**src/rtl/fom_pkg.sv**
```systemverilog
// Constants and carrier types for the FSK/OOK mode configuration bank
package fom_pkg;

    // ------------------------------------------------------------------
    // Bus geometry
    // ------------------------------------------------------------------
    localparam int ADDR_W = 7;
    localparam int DATA_W = 8;

    // ------------------------------------------------------------------
    // Register offsets
    // ------------------------------------------------------------------
    localparam logic [6:0] FIFO_DATA_PORT_ADDR        = 7'h00;
    localparam logic [6:0] OPERATING_MODE_ADDR        = 7'h01;
    localparam logic [6:0] BIT_RATE_DIVISOR_HIGH_ADDR = 7'h02;
    localparam logic [6:0] BIT_RATE_DIVISOR_LOW_ADDR  = 7'h03;
    localparam logic [6:0] DEVIATION_WORD_HIGH_ADDR   = 7'h04;
    localparam logic [6:0] DEVIATION_WORD_LOW_ADDR    = 7'h05;
    localparam logic [6:0] RATE_FRACTION_ADDR         = 7'h5D;
    localparam logic [6:0] TEST_BANK_BASE_ADDR        = 7'h61;

    // ------------------------------------------------------------------
    // Operating-mode field positions; deviation-high and fraction field widths
    // ------------------------------------------------------------------
    localparam int MODEM_FAMILY_BIT = 7;
    localparam int MODULATION_HI    = 6;
    localparam int MODULATION_LO    = 5;
    localparam int LF_BANK_BIT      = 3;
    localparam int STATE_HI         = 2;
    localparam int STATE_LO         = 0;
    localparam int DEV_HIGH_W       = 6;
    localparam int FRACTION_W       = 4;

    // ------------------------------------------------------------------
    // Encodings
    // ------------------------------------------------------------------
    localparam logic       FAMILY_FSK_OOK    = 1'b0;
    localparam logic [1:0] MODULATION_FSK    = 2'h0;
    localparam logic [1:0] MODULATION_OOK    = 2'h1;
    localparam logic [2:0] STATE_SLEEP       = 3'h0;
    localparam logic [2:0] STATE_STANDBY     = 3'h1;
    localparam logic [2:0] STATE_TX_SYNTH    = 3'h2;
    localparam logic [2:0] STATE_TX          = 3'h3;
    localparam logic [2:0] STATE_RX_SYNTH    = 3'h4;
    localparam logic [2:0] STATE_RX          = 3'h5;

    // ------------------------------------------------------------------
    // Reset values
    // ------------------------------------------------------------------
    localparam logic       LF_BANK_RESET      = 1'b1;
    localparam logic [7:0] FIFO_DATA_RESET    = 8'h00;
    localparam logic [7:0] RATE_HIGH_RESET    = 8'h1A;
    localparam logic [7:0] RATE_LOW_RESET     = 8'h0B;
    localparam logic [5:0] DEV_HIGH_RESET     = 6'h00;
    localparam logic [7:0] DEV_LOW_RESET      = 8'h52;
    localparam logic [3:0] RATE_FRAC_RESET    = 4'h0;

    // ------------------------------------------------------------------
    // Carrier types
    // ------------------------------------------------------------------
    typedef struct packed {
        logic [ADDR_W-1:0] addr;
        logic [DATA_W-1:0] wrData;
        logic              wrStrobe;
        logic              rdStrobe;
    } fom_bus_req_type;

    typedef struct packed {
        logic        modemFamily;
        logic [1:0]  modulationScheme;
        logic        lfTestBankSelect;
        logic [2:0]  xcvrState;
        logic [15:0] rateDivisor;
        logic [3:0]  rateDivisorFraction;
        logic [13:0] deviationWord;
    } fom_config_type;

endpackage

```
**src/rtl/fom_mode_config_regs.sv**
```systemverilog
// Register bank for FSK/OOK operating mode, bit rate and deviation
//
// Our own choice: strobed register access.
`timescale 1ns/1ns
`default_nettype none

module fom_mode_config_regs
    import fom_pkg::*;
(
    input  wire logic            sys_clk,
    input  wire logic            nrst,
    input  wire fom_bus_req_type busReq,
    output var  logic [7:0]      rdData,
    input  wire logic [7:0]      fifoHeadData,
    input  wire logic            manchesterEn,
    output var  logic            fifoPushStrobe,
    output var  logic [7:0]      fifoPushData,
    output var  logic            fifoPopStrobe,
    output var  fom_config_type  cfg,
    output var  logic [19:0]     bitDivisorQ4,
    output var  logic            stateChanged
);

    // ------------------------------------------------------------------
    // Reset release
    // ------------------------------------------------------------------
    logic rstN;

    fom_reset_sync fom_reset_sync_i
    (
        .sys_clk   (sys_clk),
        .nrstAsync (nrst),
        .nrstSync  (rstN)
    );

    // ------------------------------------------------------------------
    // Address decode
    // ------------------------------------------------------------------
    logic hitFifo;
    logic hitMode;
    logic hitRateHigh;
    logic hitRateLow;
    logic hitDevHigh;
    logic hitDevLow;
    logic hitFraction;
    logic hitTestBank;
    logic wrMode;
    logic modeWriteIsSleep;
    logic modulationCodeOk;
    logic stateCodeOk;
    logic [7:0] next_rdData;
    logic [19:0] next_bitDivisorQ4;
    logic [19:0] chipDivisorQ4;

    assign hitFifo     = busReq.addr == FIFO_DATA_PORT_ADDR;
    assign hitMode     = busReq.addr == OPERATING_MODE_ADDR;
    assign hitRateHigh = busReq.addr == BIT_RATE_DIVISOR_HIGH_ADDR;
    assign hitRateLow  = busReq.addr == BIT_RATE_DIVISOR_LOW_ADDR;
    assign hitDevHigh  = busReq.addr == DEVIATION_WORD_HIGH_ADDR;
    assign hitDevLow   = busReq.addr == DEVIATION_WORD_LOW_ADDR;
    assign hitFraction = busReq.addr == RATE_FRACTION_ADDR;
    assign hitTestBank = busReq.addr >= TEST_BANK_BASE_ADDR;

    assign wrMode = busReq.wrStrobe && hitMode;

    // Gate on the state held before this write, not the one it carries
    assign modeWriteIsSleep = cfg.xcvrState == STATE_SLEEP;

    // Reserved codes are dropped so the modem never sees them
    assign modulationCodeOk =
        busReq.wrData[MODULATION_HI:MODULATION_LO] == MODULATION_FSK ||
        busReq.wrData[MODULATION_HI:MODULATION_LO] == MODULATION_OOK;

    always_comb
    begin
        unique case (busReq.wrData[STATE_HI:STATE_LO])
            STATE_SLEEP,
            STATE_STANDBY,
            STATE_TX_SYNTH,
            STATE_TX,
            STATE_RX_SYNTH,
            STATE_RX:
                stateCodeOk = 1'b1;
            default:
                stateCodeOk = 1'b0;
        endcase
    end

    // ------------------------------------------------------------------
    // Operating-mode register
    // ------------------------------------------------------------------
    always_ff @(posedge sys_clk or negedge rstN)
    begin
        if (!rstN)
        begin
            cfg.modemFamily <= FAMILY_FSK_OOK;
        end
        else if (wrMode && modeWriteIsSleep)
        begin
            cfg.modemFamily <= busReq.wrData[MODEM_FAMILY_BIT];
        end
    end

    always_ff @(posedge sys_clk or negedge rstN)
    begin
        if (!rstN)
        begin
            cfg.modulationScheme <= MODULATION_FSK;
        end
        else if (wrMode && modulationCodeOk)
        begin
            cfg.modulationScheme <=
                busReq.wrData[MODULATION_HI:MODULATION_LO];
        end
    end

    always_ff @(posedge sys_clk or negedge rstN)
    begin
        if (!rstN)
        begin
            cfg.lfTestBankSelect <= LF_BANK_RESET;
        end
        else if (wrMode)
        begin
            cfg.lfTestBankSelect <= busReq.wrData[LF_BANK_BIT];
        end
    end

    always_ff @(posedge sys_clk or negedge rstN)
    begin
        if (!rstN)
        begin
            cfg.xcvrState <= STATE_STANDBY;
        end
        else if (wrMode && stateCodeOk)
        begin
            cfg.xcvrState <= busReq.wrData[STATE_HI:STATE_LO];
        end
    end

    // Pulse lets the sequencer react only to real transitions
    always_ff @(posedge sys_clk or negedge rstN)
    begin
        if (!rstN)
        begin
            stateChanged <= 1'b0;
        end
        else
        begin
            stateChanged <= wrMode && stateCodeOk &&
                (busReq.wrData[STATE_HI:STATE_LO] != cfg.xcvrState);
        end
    end

    // ------------------------------------------------------------------
    // Bit-rate divisor and fraction
    // ------------------------------------------------------------------
    always_ff @(posedge sys_clk or negedge rstN)
    begin
        if (!rstN)
        begin
            cfg.rateDivisor[15:8] <= RATE_HIGH_RESET;
        end
        else if (busReq.wrStrobe && hitRateHigh)
        begin
            cfg.rateDivisor[15:8] <= busReq.wrData;
        end
    end

    always_ff @(posedge sys_clk or negedge rstN)
    begin
        if (!rstN)
        begin
            cfg.rateDivisor[7:0] <= RATE_LOW_RESET;
        end
        else if (busReq.wrStrobe && hitRateLow)
        begin
            cfg.rateDivisor[7:0] <= busReq.wrData;
        end
    end

    always_ff @(posedge sys_clk or negedge rstN)
    begin
        if (!rstN)
        begin
            cfg.rateDivisorFraction <= RATE_FRAC_RESET;
        end
        else if (busReq.wrStrobe && hitFraction)
        begin
            cfg.rateDivisorFraction <= busReq.wrData[FRACTION_W-1:0];
        end
    end

    // Divisor in sixteenths: whole part shifted up, fraction below
    assign chipDivisorQ4 = {cfg.rateDivisor, cfg.rateDivisorFraction};

    // With Manchester the register sets the chip rate, so data is halved
    always_comb
    begin
        if (manchesterEn)
        begin
            next_bitDivisorQ4 = {chipDivisorQ4[18:0], 1'b0};
        end
        else
        begin
            next_bitDivisorQ4 = chipDivisorQ4;
        end
    end

    always_ff @(posedge sys_clk or negedge rstN)
    begin
        if (!rstN)
        begin
            bitDivisorQ4 <= {RATE_HIGH_RESET, RATE_LOW_RESET,
                             RATE_FRAC_RESET};
        end
        else
        begin
            bitDivisorQ4 <= next_bitDivisorQ4;
        end
    end

    // ------------------------------------------------------------------
    // Frequency-deviation word
    // ------------------------------------------------------------------
    always_ff @(posedge sys_clk or negedge rstN)
    begin
        if (!rstN)
        begin
            cfg.deviationWord[13:8] <= DEV_HIGH_RESET;
        end
        else if (busReq.wrStrobe && hitDevHigh)
        begin
            cfg.deviationWord[13:8] <= busReq.wrData[DEV_HIGH_W-1:0];
        end
    end

    always_ff @(posedge sys_clk or negedge rstN)
    begin
        if (!rstN)
        begin
            cfg.deviationWord[7:0] <= DEV_LOW_RESET;
        end
        else if (busReq.wrStrobe && hitDevLow)
        begin
            cfg.deviationWord[7:0] <= busReq.wrData;
        end
    end

    // ------------------------------------------------------------------
    // FIFO access port
    // ------------------------------------------------------------------
    always_ff @(posedge sys_clk or negedge rstN)
    begin
        if (!rstN)
        begin
            fifoPushStrobe <= 1'b0;
            fifoPopStrobe  <= 1'b0;
        end
        else
        begin
            fifoPushStrobe <= busReq.wrStrobe && hitFifo;
            fifoPopStrobe  <= busReq.rdStrobe && hitFifo;
        end
    end

    always_ff @(posedge sys_clk or negedge rstN)
    begin
        if (!rstN)
        begin
            fifoPushData <= FIFO_DATA_RESET;
        end
        else if (busReq.wrStrobe && hitFifo)
        begin
            fifoPushData <= busReq.wrData;
        end
    end

    // ------------------------------------------------------------------
    // Read path
    // ------------------------------------------------------------------
    // Test bank contents live elsewhere; this bank answers them with zero
    always_comb
    begin
        next_rdData = 8'h00;
        if (hitFifo)
        begin
            next_rdData = fifoHeadData;
        end
        else if (hitMode)
        begin
            next_rdData[MODEM_FAMILY_BIT]            = cfg.modemFamily;
            next_rdData[MODULATION_HI:MODULATION_LO] = cfg.modulationScheme;
            next_rdData[LF_BANK_BIT]                 = cfg.lfTestBankSelect;
            next_rdData[STATE_HI:STATE_LO]           = cfg.xcvrState;
            // Bit 4 left at zero
        end
        else if (hitRateHigh)
        begin
            next_rdData = cfg.rateDivisor[15:8];
        end
        else if (hitRateLow)
        begin
            next_rdData = cfg.rateDivisor[7:0];
        end
        else if (hitDevHigh)
        begin
            next_rdData[DEV_HIGH_W-1:0] = cfg.deviationWord[13:8];
        end
        else if (hitDevLow)
        begin
            next_rdData = cfg.deviationWord[7:0];
        end
        else if (hitFraction)
        begin
            next_rdData[FRACTION_W-1:0] = cfg.rateDivisorFraction;
        end
        else if (hitTestBank)
        begin
            next_rdData = 8'h00;
        end
    end

    // Data stand only in the cycle after the read strobe
    always_ff @(posedge sys_clk or negedge rstN)
    begin
        if (!rstN)
        begin
            rdData <= 8'h00;
        end
        else if (busReq.rdStrobe)
        begin
            rdData <= next_rdData;
        end
        else
        begin
            rdData <= 8'h00;
        end
    end

endmodule

`default_nettype wire

```
**src/rtl/fom_reset_sync.sv**
```systemverilog
// Two-stage release synchroniser for the active-low reset
`timescale 1ns/1ns
`default_nettype none

module fom_reset_sync
(
    input  wire logic sys_clk,
    input  wire logic nrstAsync,
    output var  logic nrstSync
);

    logic stage1;

    // ------------------------------------------------------------------
    // Assert at once, release after two edges
    // ------------------------------------------------------------------
    always_ff @(posedge sys_clk or negedge nrstAsync)
    begin
        if (!nrstAsync)
        begin
            stage1   <= 1'b0;
            nrstSync <= 1'b0;
        end
        else
        begin
            stage1   <= 1'b1;
            nrstSync <= stage1;
        end
    end

endmodule

`default_nettype wire

```
**config.mk**
```make
export PLATFORM = sky130hd
export DESIGN_NAME = fom_mode_config_regs
export DESIGN_NICKNAME = d
export VERILOG_FILES = /design/src/rtl/fom_pkg.sv /design/src/rtl/fom_mode_config_regs.sv /design/src/rtl/fom_reset_sync.sv
export SDC_FILE = /design/constraint.sdc
export NUM_CORES = 1
export LEC_CHECK = 0
export ABC_AREA = 1
export BUFFER_PORTS_ARGS = -buffer_cell sky130_fd_sc_hd__buf_2
export CORE_MARGIN = 10
export CORE_UTILIZATION = 46
export CTS_CLUSTER_SIZE = 12
export DETAILED_ROUTE_END_ITERATION = 16
export GPL_ROUTABILITY_DRIVEN = 0
export PLACE_DENSITY = 0.87
export SETUP_SLACK_MARGIN = 0.02
export SYNTH_ARGS = -nofsm -noshare
export SYNTH_HDL_FRONTEND = slang
export SYNTH_SLANG_ARGS = --single-unit
```
**constraint.sdc**
```tcl
create_clock -name sys_clk -period 2.2 [get_ports sys_clk]
set_input_delay 0.33 -clock sys_clk [delete_from_list [all_inputs] [get_ports sys_clk]]
set_output_delay 0.33 -clock sys_clk [all_outputs]
set_load 0.05 [all_outputs]
```
# Word level (Yosys, flattened, before mapping)
# Cells that the tools add are included.
# word_totals
out_inout_bits,80
wordCells,61
mem_bits_ro,0
reg_bits,82
ramBits,0
input_bits,28
latchBits,0
n_memories,0
# classes
n_lt_le_gt_ge,0
div,0
mul,0
n_bitwise,0
mux,13
eq_ne,13
reduce_logical,18
n_addsub,0
shifts,0
# ops
op,count
8-bit two-way mux,5
20-bit two-way mux,1
7-bit by 2-bit equality test with 1-bit output (second input constant),2
7-bit by 3-bit equality test with 1-bit output (second input constant),2
1-bit logical AND,12
4-bit two-way mux,2
7-bit by 1-bit equality test with 1-bit output (second input constant),1
7-bit equality test (second input constant),1
7-bit logical NOT,1
3-bit by 2-bit equality test with 1-bit output (second input constant),2
3-bit equality test (second input constant),2
3-bit logical NOT,2
6-bit two-way mux,1
6-bit OR reduction,1
3-bit by 1-bit equality test with 1-bit output (second input constant),1
3-bit two-way mux,1
3-bit != test,1
2-bit by 1-bit equality test with 1-bit output (second input constant),1
2-bit logical NOT,1
1-bit two-way mux,2
2-bit two-way mux,1
1-bit logical OR,1

# Longest topological paths before layout
# logic_depth
word_depth,9
mapped_depth,10
ltp_nobuf,9

# By module
# From an unflattened synthesis, not the netlist that was laid out.
# hier_totals
hier_cells,409
area_unflattened_um2,3629.7
# by_module_without_submodules
module,seq_area_each_um2,instances,cells_each,area_per_inst_um2
fom_mode_config_regs,2023.2,1,406,3575.9
fom_reset_sync,50.0,1,3,53.8

# Worst setup path after synthesis
# Ideal clock, no wire load.
# synth_path
path_kind,input to register
startpoint,input busReq[15] (netlist name)
endpoint,register fifoPushData[6]
t_arrival_ps,1305
setup_ps,119
slack_ps,776
stages,9
required_time_ps,2081
n_path_buf,2
path_cell_list,inv_2 nand2_4 nor2_8 nand4_4 or2_1 buf_6 buf_6 nand2_2 o21ai_2
# synth_between
elab_chain_cells,2
# synth_rtl
item,line,source
from (decl),fom_mode_config_regs.sv:12,"input wire fom_bus_req_type busReq,"
7-bit logical NOT,fom_mode_config_regs.sv:55,assign hitFifo = busReq.addr == FIFO_DATA_PORT_ADDR;
1-bit logical AND,fom_mode_config_regs.sv:273,else if (busReq.wrStrobe && hitFifo)
to (signal assigned),fom_mode_config_regs.sv:275,fifoPushData <= busReq.wrData;
to (decl),fom_mode_config_regs.sv:17,"output var logic [7:0] fifoPushData,"
# No other way between the ends.
# A chain may end at the register's enable or synchronous reset.

# Worst setup path in the final report
# layout_path
startpoint,register cfg[34] (netlist name)
endpoint,output cfg[34] (netlist name)
# layout_rtl
item,line,source
from (decl),fom_mode_config_regs.sv:19,"output var fom_config_type cfg,"
# No word-level cell between the ends.

==> qor.yml <==
route:
  vias: 3171
  drt-pass1-iter-count: 6
  ant_nets: 0
  wire_per_inst_um: 16.4
  drt_iter0_drc: 350
  routed_wl_mm: 10.3
  drc: 0
  vias_per_cell: 5.05
power_and_ir_drop:
  p_leak_nw: 2.38
  vdd_ir_drop_max_v: 0.000375
  powerDensity_nw_per_um2: 789
die:
  core.rowCount: 32
  die_x_um: 109
  pin_count: 108
  initial_core_util: 0.470
  dieArea_sq_um: 11800
  chipHeight_um: 109
  core_region_area_sq_um: 7690
cts:
  cts_made_buffers: 9
  path_clk_slew_ns: 0.08
  cts_tree: "yes"
  clk_path_buf_depth: 2
  clkSinkCount: 82
  h-tree-depth: 3
  root_buffer: "clkbuf_8"
  post_cts_resized: 0
  clk_latency_ns: 0.35
  post_cts_buffers: 0
setup_path:
  r2r-end: "rdData[1]"
  critical_path.endpoint: "cfg[34]"
  crit_arrival_ns: 1.23
  path_buf_inv: 1
  critPathMaxStageDelay_ns: 0.60
  critPathKind: "register to output port"
  cp-startpoint: "cfg[34]"
  r2r_start: "cfg[27]"
  cp_slowest_cell: "dfstp_2"
  crit_family: "flip-flops"
  ff2ff_path_depth: 6
  r2r_slack_ns: 1.10
  cp-end-kind: "output port"
  worstPathRequired_ns: 1.87
  critical_path_peak_fanout: 5
  cp_cell_sequence: "buf_2"
  worstSetupStartpointType: "register"
  crit_cells: 1
sta:
  worst_slew_pin_slew_ns: 0.685
  max_slew_margin: 0.543
  skew_ns: 0.00870
  max_freq_mhz: 640
  finalHoldViolations: 0
  fin_crit_sh: 0.711
  period_minus_slack_ns: 1.56
  rsz0062_at_grt: "no"
  drv_slew: 0
  finalSetupViolations: 0
  tns_ns: 0
finish:
  final_cell_mix: "118 x nand2_1, 107 x buf_2, 64 x dfrtp_1"
  finalNetCount: 549
  area_growth_pct: 22.0
  fill_cells: 695
  fin_area_sq_um: 4410
  drive_above_1_share: 0.314
  antenna_cells: 0
  final_common_cell: "nand2_1"
grt:
  grt_pass1_vias: 3286
  globalRouteTotalUtil: 0.179
  antenna_found_initial: 0
  gr-total-overflow: 0
  grt_first_pass_wirelength_mm: 16.4
  grt_max_degree: 46
logic_synthesis:
  synth_nets: 441
  synthCells: 413
  synth.yosys.seq_area_share: 0.574
  yosysWarnings: 0
  netlist_area_sq_um: 3610
  synth_seq_cells: 82
  synth.distinct_cells: 30
  synth_area_per_cell_sq_um: 8.74
place:
  hpwl_mm: 7.91
  numPortBuffers: 107
  dpl-instance-area_sq_um: 4220
job:
  maxCapViolCount: 0
worst_hold_path:
  hp-class: "primary input to register"
run_status:
  status: "finished, final reports clean"
## cell usage after synthesis
library cell  count  area (sq um)
o21a_1            1          7.51
a22oi_1           1          7.51
nor3_1            1          5.00
a21oi_1           8          40.0
buf_1             1          3.75
nand3_1          27           135
buf_2             5          25.0
inv_2             5          18.8
nor2_2            2          12.5
buf_6             3          33.8
nor2_8            1          20.0
dfrtp_1          65          1630
a31oi_1           1          6.26
o21ai_0          56           280
conb_1            1          3.75
nand2_2           4          25.0
o211ai_1          1          7.51
inv_1            44           165
dfstp_2          17           447
nand2_1         118           443
nor2_4            1          11.3
nand4_4           1          21.3
nand2_4           1          11.3
o21ai_2           8          70.1
nor3_4            1          16.3
clkbuf_1          3          11.3
or2_1             1          6.26
nor2_1           31           116
xnor2_1           3          26.3
a21boi_0          1          7.51
## power breakdown
group	leakage (nW)	internal (mW)	switching (mW)
Combinational	1.27	0.161	0.601
Sequential	1.03	1.64	0.102
Clock	0.0851	0.435	0.540
## layout make-up
type	count	area (sq um)	share of cell area
Sequential cell	82	2080	0.471
Clock buffer	11	141	0.0321
Tap cell	102	128	0.0290
Inverter	49	184	0.0417
Timing Repair Buffer	109	566	0.128
Multi-Input combinational cell	270	1280	0.291
Clock inverter	5	30.0	0.00682
## what timing repair did
item	4_1_cts	5_1_grt
endpoints found under the hold margin	2	0
setup endpoints to repair	0	0
hold buffers	1	0
## state kept, by name, indices dropped and copies added (netlist names)
name                       count
stateChanged                   1
fom_reset_sync_i.stage1        1
fifoPopStrobe                  1
cfg                           41
fom_reset_sync_i.nrstSync      1
bitDivisorQ4                  20
fifoPushData                   8
rdData                         8
fifoPushStrobe                 1
## layer usage
| metal | up-vias | wire, um | GRT usage |
|---|---|---|---|
| li1 | 1517 | - | - |
| met4 | 0 | 399 | 0.103 |
| met5 | - | 0 | 0 |
| met3 | 39 | 1030 | 0.0595 |
| met2 | 169 | 4910 | 0.286 |
| met1 | 1446 | 3980 | 0.207 |
## metrics by stage
stage          hold slack, ns  std cells  power, mW  setup WS (ns)  utilization
2_1_floorplan          0.0344        413       2.30          0.776            -
3_3_place_gp            0.116        611       2.51          0.426        0.549
3_5_place_dp            0.119        611       2.53          0.355        0.549
4_1_cts                 0.174        628       3.49          0.634        0.573
5_1_grt                 0.185        628       3.64          0.578        0.573
6_report                0.181        628       3.48          0.636        0.573
## cell families (layout without fill, tap and decap cells)
group | count (synthesis) | after routing | synth area share
compound gates | 77 | 77 | 0.118
other cells | 1 | 1 | 0.00104
xor+xnor | 3 | 3 | 0.00728
flops | 82 | 82 | 0.574
buf+inv | 61 | 174 | 0.0714
simple gates | 189 | 189 | 0.228
## worst min path at each step
stage                                from  cells after the start                        end  slack (ns)
after floorplan                      nrst                      0  fom_reset_sync_i.nrstSync        0.03
after global placement               nrst                      1    fom_reset_sync_i.stage1        0.12
after detailed placement             nrst                      1    fom_reset_sync_i.stage1        0.12
after CTS                 fifoHeadData[1]                      3                  rdData[1]        0.17
after global routing      fifoHeadData[3]                      3                  rdData[3]        0.19
final                     fifoHeadData[4]                      3                  rdData[4]        0.18
No activity file was read; power rests on OpenSTA's default activity.
